===== src/rtl/atd_defs.svh =====
// register offsets, field positions and the conversion length in clocks
`ifndef ATD_DEFS_SVH
`define ATD_DEFS_SVH
`define ATD_OFF_CTRL 12'h000
`define ATD_OFF_STAT 12'h004
`define ATD_OFF_RESULT 12'h008
`define ATD_OFF_IRQ_STAT 12'h00C
`define ATD_OFF_IRQ_EN 12'h010
`define ATD_OFF_IRQ_CLR 12'h014
`define ATD_OFF_DMA_ACK 12'h018
`define ATD_CTRL_ENC 0
`define ATD_CTRL_SC 1
`define ATD_CTRL_SRC_LO 2
`define ATD_CTRL_DMA_EN 4
`define ATD_CTRL_DMA_LVL 5
`define ATD_STAT_BUSY 0
`define ATD_STAT_STUCK 1
`define ATD_STAT_RDY 2
`define ATD_IRQ_DONE 0
`define ATD_IRQ_STUCK 1
`define ATD_CONV_CYCLES 16
`endif


===== src/rtl/atd_pkg.sv =====
// types shared by the trigger and handoff logic
package atd_pkg;
  typedef enum logic [1:0] {
    ATD_SRC_SOFT,
    ATD_SRC_TIMER_A,
    ATD_SRC_TIMER_B,
    ATD_SRC_EXT
  } atd_src_e;
  typedef enum {
    ATD_IDLE,
    ATD_CONVERT,
    ATD_HUNG
  } atd_state_e;
endpackage


===== src/rtl/atd_sync_if.sv =====
// carrier between the top and the trigger-pin synchroniser
`timescale 1ns/1ps
interface atd_sync_if;
  logic level;
  logic rise;
  modport src(output level, output rise);
  modport dst(input level, input rise);
endinterface


===== src/rtl/atd_sync.sv =====
// three-stage synchroniser with rising-edge detection for a trigger pin
`timescale 1ns/1ps
module atd_sync (
  // clock and reset
  input wire logic pclk,
  input wire logic presetn,
  // asynchronous pin
  input wire logic pin,
  // synchronised result
  atd_sync_if.src sync
);
  logic [2:0] sh_r;
  logic [2:0] sh_nxt;
  logic lvl_r;
  logic lvl_nxt;

  // shift, accept a change once the second and third stages agree
  always_comb begin
    sh_nxt = {sh_r[1:0], pin};
    lvl_nxt = (sh_r[1] == sh_r[2]) ? sh_r[2] : lvl_r;
  end

  always_ff @(posedge pclk or negedge presetn) begin
    if (!presetn) begin
      sh_r <= 3'h0;
      lvl_r <= 1'b0;
    end else begin
      sh_r <= sh_nxt;
      lvl_r <= lvl_nxt;
    end
  end

  assign sync.level = lvl_r;
  assign sync.rise = lvl_nxt & ~lvl_r;
endmodule


===== src/rtl/atd_top.sv =====
// converter trigger and result handoff logic with an APB register slave
//
// Chosen here: the APB slave port and the address map.
`timescale 1ns/1ps
`include "atd_defs.svh"
// Summary of operation
// after a processor-collected result, edge-mode dma requests are never raised (stuck).
// software should not switch between processor and dma result collection.
// power-on reset clears the stuck dma trigger state.
// a dummy transfer acknowledged in level mode clears the stuck trigger state.
// software discards the conversion and data of the recovery transfer.
// enable and start set in one write after a hardware source hangs busy and start.
// software sets enable and start in two writes after a hardware source.
// start self-clears when conversion begins and busy falls when the result is done.
module atd_top
  import atd_pkg::*;
#(
  // conversion length in clocks and result width
  parameter int CONV_CYCLES = `ATD_CONV_CYCLES,
  parameter int RES_W = 12
) (
  // apb clock and reset
  input wire logic pclk,
  input wire logic presetn,
  // apb slave
  input wire logic psel,
  input wire logic penable,
  input wire logic pwrite,
  input wire logic [11:0] paddr,
  input wire logic [31:0] pwdata,
  output logic [31:0] prdata,
  output logic pready,
  output logic pslverr,
  // hardware trigger pin
  input wire logic hw_trig,
  // converter core result
  input wire logic [RES_W-1:0] core_result,
  // dma request and interrupt
  output logic dma_req,
  output logic irq
);
  // ----------------------------------------------------------------
  // state
  // ----------------------------------------------------------------
  atd_sync_if trig_if();
  atd_state_e st_r, st_nxt;
  logic enc_r, enc_nxt; // conversion enable
  logic sc_r, sc_nxt; // start, self-clearing
  logic dma_en_r, dma_en_nxt; // results go to the dma controller
  logic lvl_r, lvl_nxt; // dma level select
  atd_src_e src_r, src_nxt;
  logic hw_used_r, hw_used_nxt;     // last trigger came from hardware
  logic cpu_took_r, cpu_took_nxt;   // last result collected by processor
  logic stuck_r, stuck_nxt;
  logic rdy_r, rdy_nxt;
  logic [RES_W-1:0] res_r, res_nxt;
  logic [15:0] cnt_r, cnt_nxt;
  logic [1:0] ist_r, ist_nxt; // sticky interrupt status
  logic [1:0] ien_r, ien_nxt; // interrupt enables
  logic dma_req_r, dma_req_nxt;
  logic irq_r, irq_nxt;
  logic [31:0] prdata_r, prdata_nxt;
  logic pready_r, pready_nxt;
  logic pslverr_r, pslverr_nxt;
  logic wr, rd, done, start_ok;
  logic [1:0] ev; // done and done-while-stuck events
  logic ctrl_wr, irq_en_wr, irq_clr_wr, ack_wr, res_rd;

  // hardware trigger pin through three flops; rise marks an accepted edge
  atd_sync u_sync (
    .pclk(pclk),
    .presetn(presetn),
    .pin(hw_trig),
    .sync(trig_if)
  );

  // address decode helper used for reads and writes
  function automatic logic hit(input logic [11:0] a, input logic [11:0] off);
    return a == off;
  endfunction

  // register map, one aligned word each:
  //   control: enable, start, source, dma enable, dma level select
  //   status: busy, trigger stuck, result ready (read only)
  //   result: last conversion; reading it marks processor collection
  //   irq status: done, done while stuck (read only, sticky)
  //   irq enable: same layout as irq status
  //   irq clear: write ones to clear; a same-cycle event wins
  //   dma ack: a finished dma transfer; in level mode it frees the trigger

  // ----------------------------------------------------------------
  // apb slave: answers in the access cycle after one wait
  // ----------------------------------------------------------------
  // pready_r masks the cycle in which pready stands, so an access that
  // the master still holds there is not taken a second time
  assign wr = psel & penable & pwrite & ~pready_r;
  assign rd = psel & penable & ~pwrite & ~pready_r;

  // one strobe per register access, shared by the state groups below
  assign ctrl_wr = wr & hit(paddr, `ATD_OFF_CTRL);
  assign irq_en_wr = wr & hit(paddr, `ATD_OFF_IRQ_EN);
  assign irq_clr_wr = wr & hit(paddr, `ATD_OFF_IRQ_CLR);
  assign ack_wr = wr & hit(paddr, `ATD_OFF_DMA_ACK);
  assign res_rd = rd & hit(paddr, `ATD_OFF_RESULT);

  always_comb begin
    pready_nxt = psel & penable & ~pready_r;
    pslverr_nxt = 1'b0;
    prdata_nxt = 32'h0;
    if (rd) begin
      if (hit(paddr, `ATD_OFF_CTRL))
        prdata_nxt = {26'h0, lvl_r, dma_en_r, src_r, sc_r, enc_r};
      else if (hit(paddr, `ATD_OFF_STAT))
        prdata_nxt = {29'h0, rdy_r, stuck_r, st_r != ATD_IDLE};
      else if (hit(paddr, `ATD_OFF_RESULT))
        prdata_nxt = 32'(res_r);
      else if (hit(paddr, `ATD_OFF_IRQ_STAT))
        prdata_nxt = {30'h0, ist_r};
      else if (hit(paddr, `ATD_OFF_IRQ_EN))
        prdata_nxt = {30'h0, ien_r};
      else if (!hit(paddr, `ATD_OFF_IRQ_CLR) && !hit(paddr, `ATD_OFF_DMA_ACK))
        pslverr_nxt = 1'b1;
    end
    if (wr && !(hit(paddr, `ATD_OFF_CTRL) || hit(paddr, `ATD_OFF_IRQ_EN) ||
        hit(paddr, `ATD_OFF_IRQ_CLR) || hit(paddr, `ATD_OFF_DMA_ACK)))
      pslverr_nxt = 1'b1;
  end

  // ----------------------------------------------------------------
  // trigger, conversion and handoff
  // ----------------------------------------------------------------
  // last counting cycle of a conversion
  assign done = (st_r == ATD_CONVERT) && (cnt_r == 16'(CONV_CYCLES - 1));

  always_comb begin
    st_nxt = st_r;
    enc_nxt = enc_r;
    sc_nxt = sc_r;
    src_nxt = src_r;
    dma_en_nxt = dma_en_r;
    lvl_nxt = lvl_r;
    hw_used_nxt = hw_used_r;
    cpu_took_nxt = cpu_took_r;
    stuck_nxt = stuck_r;
    rdy_nxt = rdy_r;
    res_nxt = res_r;
    cnt_nxt = (st_r == ATD_CONVERT) ? cnt_r + 16'h1 : 16'h0;
    dma_req_nxt = 1'b0;
    ev = 2'b00;
    start_ok = 1'b0;
    // control register write
    if (ctrl_wr) begin
      enc_nxt = pwdata[`ATD_CTRL_ENC];
      src_nxt = atd_src_e'(pwdata[`ATD_CTRL_SRC_LO+1:`ATD_CTRL_SRC_LO]);
      dma_en_nxt = pwdata[`ATD_CTRL_DMA_EN];
      lvl_nxt = pwdata[`ATD_CTRL_DMA_LVL];
      if (pwdata[`ATD_CTRL_SC])
        sc_nxt = 1'b1;
      // enable and start in one write after a hardware source hangs
      // until reset: start stays set and busy stays high
      if (pwdata[`ATD_CTRL_SC] && pwdata[`ATD_CTRL_ENC] && !enc_r && hw_used_r &&
          st_r == ATD_IDLE) begin
        st_nxt = ATD_HUNG;
        sc_nxt = 1'b1;
      end
      // switching to edge dma after processor collection wedges the trigger
      // the wedge outlives later writes; only a level-mode ack or reset frees it
      if (pwdata[`ATD_CTRL_DMA_EN] && !pwdata[`ATD_CTRL_DMA_LVL] && cpu_took_r)
        stuck_nxt = 1'b1;
    end
    // start a conversion
    // a soft start reads start from an earlier cycle, so a single write of
    // enable and start begins one cycle after it lands
    if (st_r == ATD_IDLE && st_nxt == ATD_IDLE && enc_nxt) begin
      if (src_r == ATD_SRC_SOFT && sc_r)
        start_ok = 1'b1;
      else if (src_r != ATD_SRC_SOFT && trig_if.rise)
        start_ok = 1'b1;
    end
    if (start_ok) begin
      st_nxt = ATD_CONVERT;
      sc_nxt = 1'b0;
      hw_used_nxt = (src_r != ATD_SRC_SOFT);
    end
    // result read by the processor
    if (res_rd) begin
      rdy_nxt = 1'b0;
      cpu_took_nxt = 1'b1;
    end
    // dma controller collects the result
    if (ack_wr) begin
      rdy_nxt = 1'b0;
      cpu_took_nxt = 1'b0;
      if (lvl_r)
        stuck_nxt = 1'b0;
    end
    // conversion complete: busy falls, result latched; placed after the
    // collection clears so a fresh result wins over a same-cycle collection
    if (done) begin
      st_nxt = ATD_IDLE;
      res_nxt = core_result;
      rdy_nxt = 1'b1;
      ev[`ATD_IRQ_DONE] = 1'b1;
      if (dma_en_r && !lvl_r && stuck_r)
        ev[`ATD_IRQ_STUCK] = 1'b1;
    end
    // edge request once per result, level request while ready; no edge request when stuck
    if (dma_en_r) begin
      if (lvl_r)
        dma_req_nxt = rdy_nxt;
      else
        dma_req_nxt = done & ~stuck_nxt;
    end
  end

  // ----------------------------------------------------------------
  // interrupts: set wins over clear
  // ----------------------------------------------------------------
  always_comb begin
    ist_nxt = ist_r;
    ien_nxt = ien_r;
    if (irq_clr_wr)
      ist_nxt = ist_r & ~pwdata[1:0];
    if (irq_en_wr)
      ien_nxt = pwdata[1:0];
    // events are or-ed in after the clear so a set in the same cycle wins
    ist_nxt = ist_nxt | ev;
    // level line, high while any enabled status bit is set
    irq_nxt = |(ist_nxt & ien_nxt);
  end

  // ----------------------------------------------------------------
  // registers
  // ----------------------------------------------------------------
  // apb answer; every field is a one-cycle pulse
  always_ff @(posedge pclk or negedge presetn) begin
    if (!presetn) begin
      prdata_r <= 32'h0;
      pready_r <= 1'b0;
      pslverr_r <= 1'b0;
    end else begin
      prdata_r <= prdata_nxt;
      pready_r <= pready_nxt;
      pslverr_r <= pslverr_nxt;
    end
  end

  // trigger and handoff state; power-on reset clears the stuck trigger
  always_ff @(posedge pclk or negedge presetn) begin
    if (!presetn) begin
      st_r <= ATD_IDLE;
      enc_r <= 1'b0;
      sc_r <= 1'b0;
      src_r <= ATD_SRC_SOFT;
      dma_en_r <= 1'b0;
      lvl_r <= 1'b0;
      hw_used_r <= 1'b0;
      cpu_took_r <= 1'b0;
      stuck_r <= 1'b0;
      rdy_r <= 1'b0;
      res_r <= '0;
      cnt_r <= 16'h0;
      dma_req_r <= 1'b0;
    end else begin
      st_r <= st_nxt;
      enc_r <= enc_nxt;
      sc_r <= sc_nxt;
      src_r <= src_nxt;
      dma_en_r <= dma_en_nxt;
      lvl_r <= lvl_nxt;
      hw_used_r <= hw_used_nxt;
      cpu_took_r <= cpu_took_nxt;
      stuck_r <= stuck_nxt;
      rdy_r <= rdy_nxt;
      res_r <= res_nxt;
      cnt_r <= cnt_nxt;
      dma_req_r <= dma_req_nxt;
    end
  end

  // interrupt status, enables and line
  always_ff @(posedge pclk or negedge presetn) begin
    if (!presetn) begin
      ist_r <= 2'h0;
      ien_r <= 2'h0;
      irq_r <= 1'b0;
    end else begin
      ist_r <= ist_nxt;
      ien_r <= ien_nxt;
      irq_r <= irq_nxt;
    end
  end

  // ----------------------------------------------------------------
  // outputs, each straight from a flip-flop
  // ----------------------------------------------------------------
  assign prdata = prdata_r;
  assign pready = pready_r;
  assign pslverr = pslverr_r;
  assign dma_req = dma_req_r;
  assign irq = irq_r;
endmodule


===== config.mk =====
export PLATFORM = sky130hd
export DESIGN_NAME = atd_top
export DESIGN_NICKNAME = d
export VERILOG_FILES = /design/src/rtl/atd_pkg.sv /design/src/rtl/atd_sync_if.sv /design/src/rtl/atd_sync.sv /design/src/rtl/atd_top.sv
export VERILOG_INCLUDE_DIRS = /design/src /design/src/rtl
export SDC_FILE = /design/constraint.sdc
export NUM_CORES = 1
export LEC_CHECK = 0
export ABC_AREA = 1
export ABC_CLOCK_PERIOD_IN_PS = 2100
export BUFFER_PORTS_ARGS = -buffer_cell sky130_fd_sc_hd__buf_2
export CAP_MARGIN = 25
export CORE_AREA = 5 5 128 130
export CTS_BUF_LIST = sky130_fd_sc_hd__clkbuf_2 sky130_fd_sc_hd__clkbuf_4 sky130_fd_sc_hd__clkbuf_8
export DETAILED_ROUTE_END_ITERATION = 16
export DIE_AREA = 0 0 133 135
export GPL_TIMING_DRIVEN = 0
export PLACE_DENSITY_LB_ADDON = 0.25
export REMOVE_ABC_BUFFERS = 1
export SLEW_MARGIN = 20
export SYNTH_ARGS = -nofsm -noshare
export SYNTH_HDL_FRONTEND = slang
export SYNTH_HIERARCHICAL = 1
export SYNTH_SLANG_ARGS = --single-unit

===== constraint.sdc =====
create_clock -name pclk -period 2.1 [get_ports pclk]
set_input_delay 0.105 -clock pclk [delete_from_list [all_inputs] [get_ports pclk]]
set_output_delay 0.105 -clock pclk [all_outputs]
set_load 0.005 [all_outputs]

# ---- After elaboration in Yosys (flattened, before gate mapping)
# Cells that the tools add are included.
dict set report classes {
  add_sub_neg 1
  eq_ne 9
  muxes 43
  bitwise 21
  reduce_logical 35
}
# operator n
set op_table {}
lappend op_table {{32-bit 2-to-1 mux} 4}
lappend op_table {{32-bit zero test} 2}
lappend op_table {{12-bit 2-to-1 mux} 4}
lappend op_table {{12-bit by 5-bit == test with 1-bit output (second input constant)} 3}
lappend op_table {{32-bit by 2-bit == test with 1-bit output (second input constant)} 1}
lappend op_table {{32-bit nonzero test} 1}
lappend op_table {{1-bit 2-to-1 mux} 29}
lappend op_table {{12-bit by 4-bit == test with 1-bit output (second input constant)} 2}
lappend op_table {{16-bit by 1-bit adder with 16-bit output (second input constant)} 1}
lappend op_table {{16-bit by 4-bit == test with 1-bit output (second input constant)} 1}
lappend op_table {{16-bit 2-to-1 mux} 1}
lappend op_table {{1-bit logical AND} 15}
lappend op_table {{1-bit bitwise AND} 13}
lappend op_table {{12-bit by 3-bit == test with 1-bit output (second input constant)} 1}
lappend op_table {{12-bit zero test} 1}
lappend op_table {{2-bit 2-to-1 mux} 5}
lappend op_table {{1-bit zero test} 6}
lappend op_table {{2-bit nonzero test} 3}
lappend op_table {{2-bit bitwise AND} 2}
lappend op_table {{1-bit inverter} 4}
lappend op_table {{1-bit logical OR} 3}
lappend op_table {{3-bit nonzero test} 1}
lappend op_table {{2-bit zero test} 1}
lappend op_table {{2-bit inverter} 1}
lappend op_table {{other kinds (4)} 4}
dict set report word_totals {
  reg_bits 114
  inputBits 62
}

# ---- Logic depth before layout (Yosys ltp)
dict set report logic_depth {
  word_depth 12
  mapped_depth 10
  depth_no_buf 10
}

# ---- Cells and area by module
# Netlist, hierarchy kept.
# module n_inst cells_each area_per_inst_um2 seq_area_each_um2
set by_module_without_submodules {}
lappend by_module_without_submodules {atd_top 1 541 4337.9 2252.2}
lappend by_module_without_submodules {atd_sync 1 10 123.9 100.1}

# ---- Least setup slack after synthesis
# Ideal clock, no wire load.
dict set report synth_path {
  path_kind {reg2reg}
  start {reg cnt_r[0]}
  end {reg res_r[10]}
  setup_ps 116
  t_arrival_ps 1329
  t_required_ps 1984
  slack_ps 655
  stages_incl_launch_ff 10
  path_buffers 1
  path_cell_list {dfrtp_1 > ha_1 > nand3_1 > inv_1 > nand2_1 > nor2_2 > nand2_2 > buf_6 > nand2_1 > nand2_1}
}
dict set report synth_between {
  elab_chain_len 2
}
# item line
set synth_rtl {}
lappend synth_rtl {{from (decl)} atd_top.sv:57} ;# logic [15:0] cnt_r, cnt_nxt;
lappend synth_rtl {{from (signal assigned)} atd_top.sv:276} ;# cnt_r <= cnt_nxt;
lappend synth_rtl {{16-bit by 4-bit == test with 1-bit output} atd_top.sv:133} ;# assign done = (st_r == ATD_CONVERT) && (cnt_r == 16'(CONV_CYCLES - 1));
lappend synth_rtl {{1-bit logical AND} atd_top.sv:133}
lappend synth_rtl {{to (signal assigned)} atd_top.sv:275} ;# res_r <= res_nxt;
lappend synth_rtl {{to (decl)} atd_top.sv:56} ;# logic [RES_W-1:0] res_r, res_nxt;
# No other way between the ends.
# A chain may end at the register's enable or synchronous reset.

# ---- Worst setup path after layout
dict set report layout_path {
  start {reg cnt_r[0]}
  end {reg dma_req_r, in the netlist dma_req}
}
dict set report layout_between {
  elab_chain_len 5
  word_cells_on_any_way 6
  classes_between {1 x eq/ne; 3 x mux; 1 x bitwise; 1 x reduce/logical}
}
# item line
set layout_rtl {}
lappend layout_rtl {{16-bit by 4-bit == test with 1-bit output (*)} atd_top.sv:133}
lappend layout_rtl {{1-bit logical AND (*)} atd_top.sv:133}
lappend layout_rtl {{1-bit bitwise AND / 1-bit 2-to-1 mux (equally long branches)} {atd_top.sv:212, atd_top.sv:199}}
lappend layout_rtl {{1-bit 2-to-1 mux (*)} atd_top.sv:209} ;# if (lvl_r)
lappend layout_rtl {{1-bit 2-to-1 mux (*)} atd_top.sv:208} ;# if (dma_en_r) begin
lappend layout_rtl {{via dma_req_nxt} atd_top.sv:60} ;# logic dma_req_r, dma_req_nxt;
lappend layout_rtl {{to (signal assigned)} atd_top.sv:277} ;# dma_req_r <= dma_req_nxt;
lappend layout_rtl {{to (decl)} atd_top.sv:60}
# The timed path passes the listed nets; every way through them passes the cells marked *.

==> metrics.yaml <==
power:
  power.total_uw: 3230
  p_sw_uw: 735
  comb_power_share: 0.049
  clkPwrFrac: 0.387
  power_frac_seq: 0.564
  power.density_nw_per_um2: 630
  max-vdd-ir-drop_mv: 0.249
  p_int_uw: 2490
  p_leak_uw: 0.00274
  swShare: 0.228
clock_network:
  h-tree-depth: 3
  cts_root_buf: "clkbuf_8"
  post-cts-setup-buffers: 0
  cts_tree: "done"
  insertion_delay_ns: 0.36
  cts_buffer_depth: 2
  cts_sinks: 94
  cts_buffers: 9
  cts.reportedPaths.clkPinSlew_ns: 0.09
logic_synthesis:
  yosys_warnings: 6
  avgSynthCellArea_um2: 8.10
  synth-seq-cells: 94
  synth_top_area_share: 0.527
  netlist_instances: 551
  synth.distinct_cells: 37
  yosys.area.top_type: "dfrtp_1"
  synth_area_leaders: "dfrtp_1 (53%), nand2_1 (12%), nor2_1 (6.6%)"
  synthesis.area_um2: 4460
  seq_area_frac_synth: 0.527
drt:
  vias: 3322
  dr.pass1.iters: 4
  vias_per_cell: 4.22
  drc_errors: 0
  drt-initial-drc-count: 207
  antenna_left: 0
  drt_wl_total_um: 9410
  wl_per_cell_um: 11.9
floorplanning:
  io_pins: 98
  die_w_um: 133
  die_area_um2: 18000
  core_um2: 15000
  initial_core_util: 0.297
  die_h_um: 135
  rows: 45
global_routing:
  grt_max_degree: 61
  grt_pass1_wl_um: 16100
  grt_overflow_total: 0
  antenna_found_initial: 0
  global_route.usage.total: 0.110
  grt_pass1_vias: 3281
placed_design:
  finalWeightedCongestion: 0.826
  place_area_um2: 4740
  hpwl_um: 6880
  io_buffers: 51
worst_setup_path:
  cp.required_ns: 2.40
  cp.arrival_ns: 2.14
  path_class: "reg -> reg"
  cp_max_fo: 13
  critPathLaunch: "cnt_r[0]$_DFF_PN0_"
  start_kind: "register"
  critPathCaptureType: "register"
  r2r-start: "cnt_r[0]$_DFF_PN0_"
worst_hold_path:
  hp-class: "in -> reg"
  hold_start: "pwdata[5]"
sta:
  tightest_slew_ns: 0.558
  setup_violations: 0
  finalCritPeriodShare: 0.876
  fmaxAchievable_ghz: 0.543
  period_minus_slack_ns: 1.84
  rsz0062_at_grt: "false"
  fin_skew_ns: 0.0127
  relSlewSlack: 0.627
  drv_slew: 0
  hold_viol_final: 0
cells_and_area:
  area_growth_pct: 14.8
  drive_gt1_frac: 0.168
  diodes: 0
  final_util: 0.341
  mostFrequentLayoutCells: "nand2_1 (145), dfrtp_1 (94), nor2_1 (79)"
  final_common_cell: "nand2_1"
  postLayoutCellArea_um2: 5120
  final_nets: 658
run:
  maxCapViolations: 0
run_status:
  status: "finished, final reports clean"
worst max-delay path, stage by stage, from the launching register on:
cell	delay, ns
dfrtp_1	0.37
ha_1	0.19
nand3_1	0.24
inv_1	0.16
nand3_1	0.10
nor2_2	0.47
a21oi_1	0.13
nor2_1	0.12
repair_timing:
action	in CTS	in global routing
gates resized for setup	0	0
hold endpoints to repair	110	0
hold buffers	17	0
path summary, 6_finish.rpt:
| path | to | slack [ns] | cells past startpoint |
|---|---|---|---|
| setup / recovery | dma_req$_DFF_PN0_ | 0.26 | 7 |
| hold / removal | lvl_r$_DFFE_PN0N_ | 0.04 | 3 |
| setup reg to reg | dma_req$_DFF_PN0_ | 0.26 | 7 |
| hold reg to reg | u_sync/sh_r[1]$_DFF_PN0_ | 0.35 | 0 |
| max in group asynchronous | prdata[5]$_DFF_PN0_ | 1.31 | 3 |
| min in group asynchronous | cnt_r[9]$_DFF_PN0_ | 0.19 | 2 |
kinds of logic (layout without fill, tap and decap cells):
logic type      Yosys count  count (layout)  share of synthesized area
other cells               1              20                   0.000840
xor+xnor                  3               3                    0.00589
buf+inv                 121             151                      0.126
flops                    94              94                      0.527
compound gates           23              23                     0.0272
fa+ha+maj                 1               1                    0.00280
simple gates            308             308                      0.310
per-layer routing:
metal	up-vias	global-route usage	wire, um	share of wire
met3	4	0.0387	577	0.061
met4	0	0.0266	53	0.0056
met2	80	0.168	4140	0.44
met1	1514	0.150	4640	0.49
li1	1724	-	-	-
met5	-	0	0	0
cells in the mapped netlist:
cell type  instances
nor2_8             1
dfrtp_1           94
nor3b_1            2
conb_1             1
o21bai_1           1
a31oi_1            1
nor2_4             1
nand3_4            1
nor3_1             9
clkbuf_1          30
nand3_1           32
clkinv_2           1
nand2_2            4
nor2_1            79
buf_2              1
and3_1             2
nand2_1          145
and2_1             1
o21ai_0            5
nor4_2             1
nand3_2            3
o21ai_1            2
nand3b_1           1
ha_1               1
nor3_2             3
inv_2              6
a21oi_1           13
xor2_1             2
inv_1             59
or2_2              1
buf_6              4
nor3b_2            1
xnor2_1            1
buf_4             20
nor2_2            10
nand4_1           11
o211ai_1           1
flip-flops by register name, summed over array words and instances (netlist names), 2 cells and up:
name         count
cnt_r           16
ien_r            2
ist_r            2
prdata          12
res_r           12
src_r            2
st_r            32
u_sync/sh_r      3
area by class of cell:
class                           instances  area (um^2)
Sequential cell                        94         2350
Timing Repair Buffer                   69          459
Fill cell                            1569         9910
Tap cell                              188          235
Multi-Input combinational cell        355         1620
Inverter                               66          249
Clock inverter                          5         57.6
Clock buffer                           11          151
metrics by stage:
stage                     instances  setup WS, ns  TNS (ns)  hold slack [ns]
after floorplan                 515         0.638         0           -0.191
after global placement          754       -0.0130    -0.779            0.217
after detailed placement        755         0.226         0           0.0204
after CTS                       788         0.217         0           0.0142
after global routing            788        0.0281         0           0.0143
final                           788         0.260         0           0.0390
power groups by stage:
stage	combinational, uW	clock (uW)	sequential (uW)
floorplan	39.9	0	1860
global placement	127	0	1860
detailed placement	137	0	1860
CTS	162	1300	1820
global route	182	1390	1820
finish	159	1250	1820
Note: power is estimated with default switching activity, not from simulation.
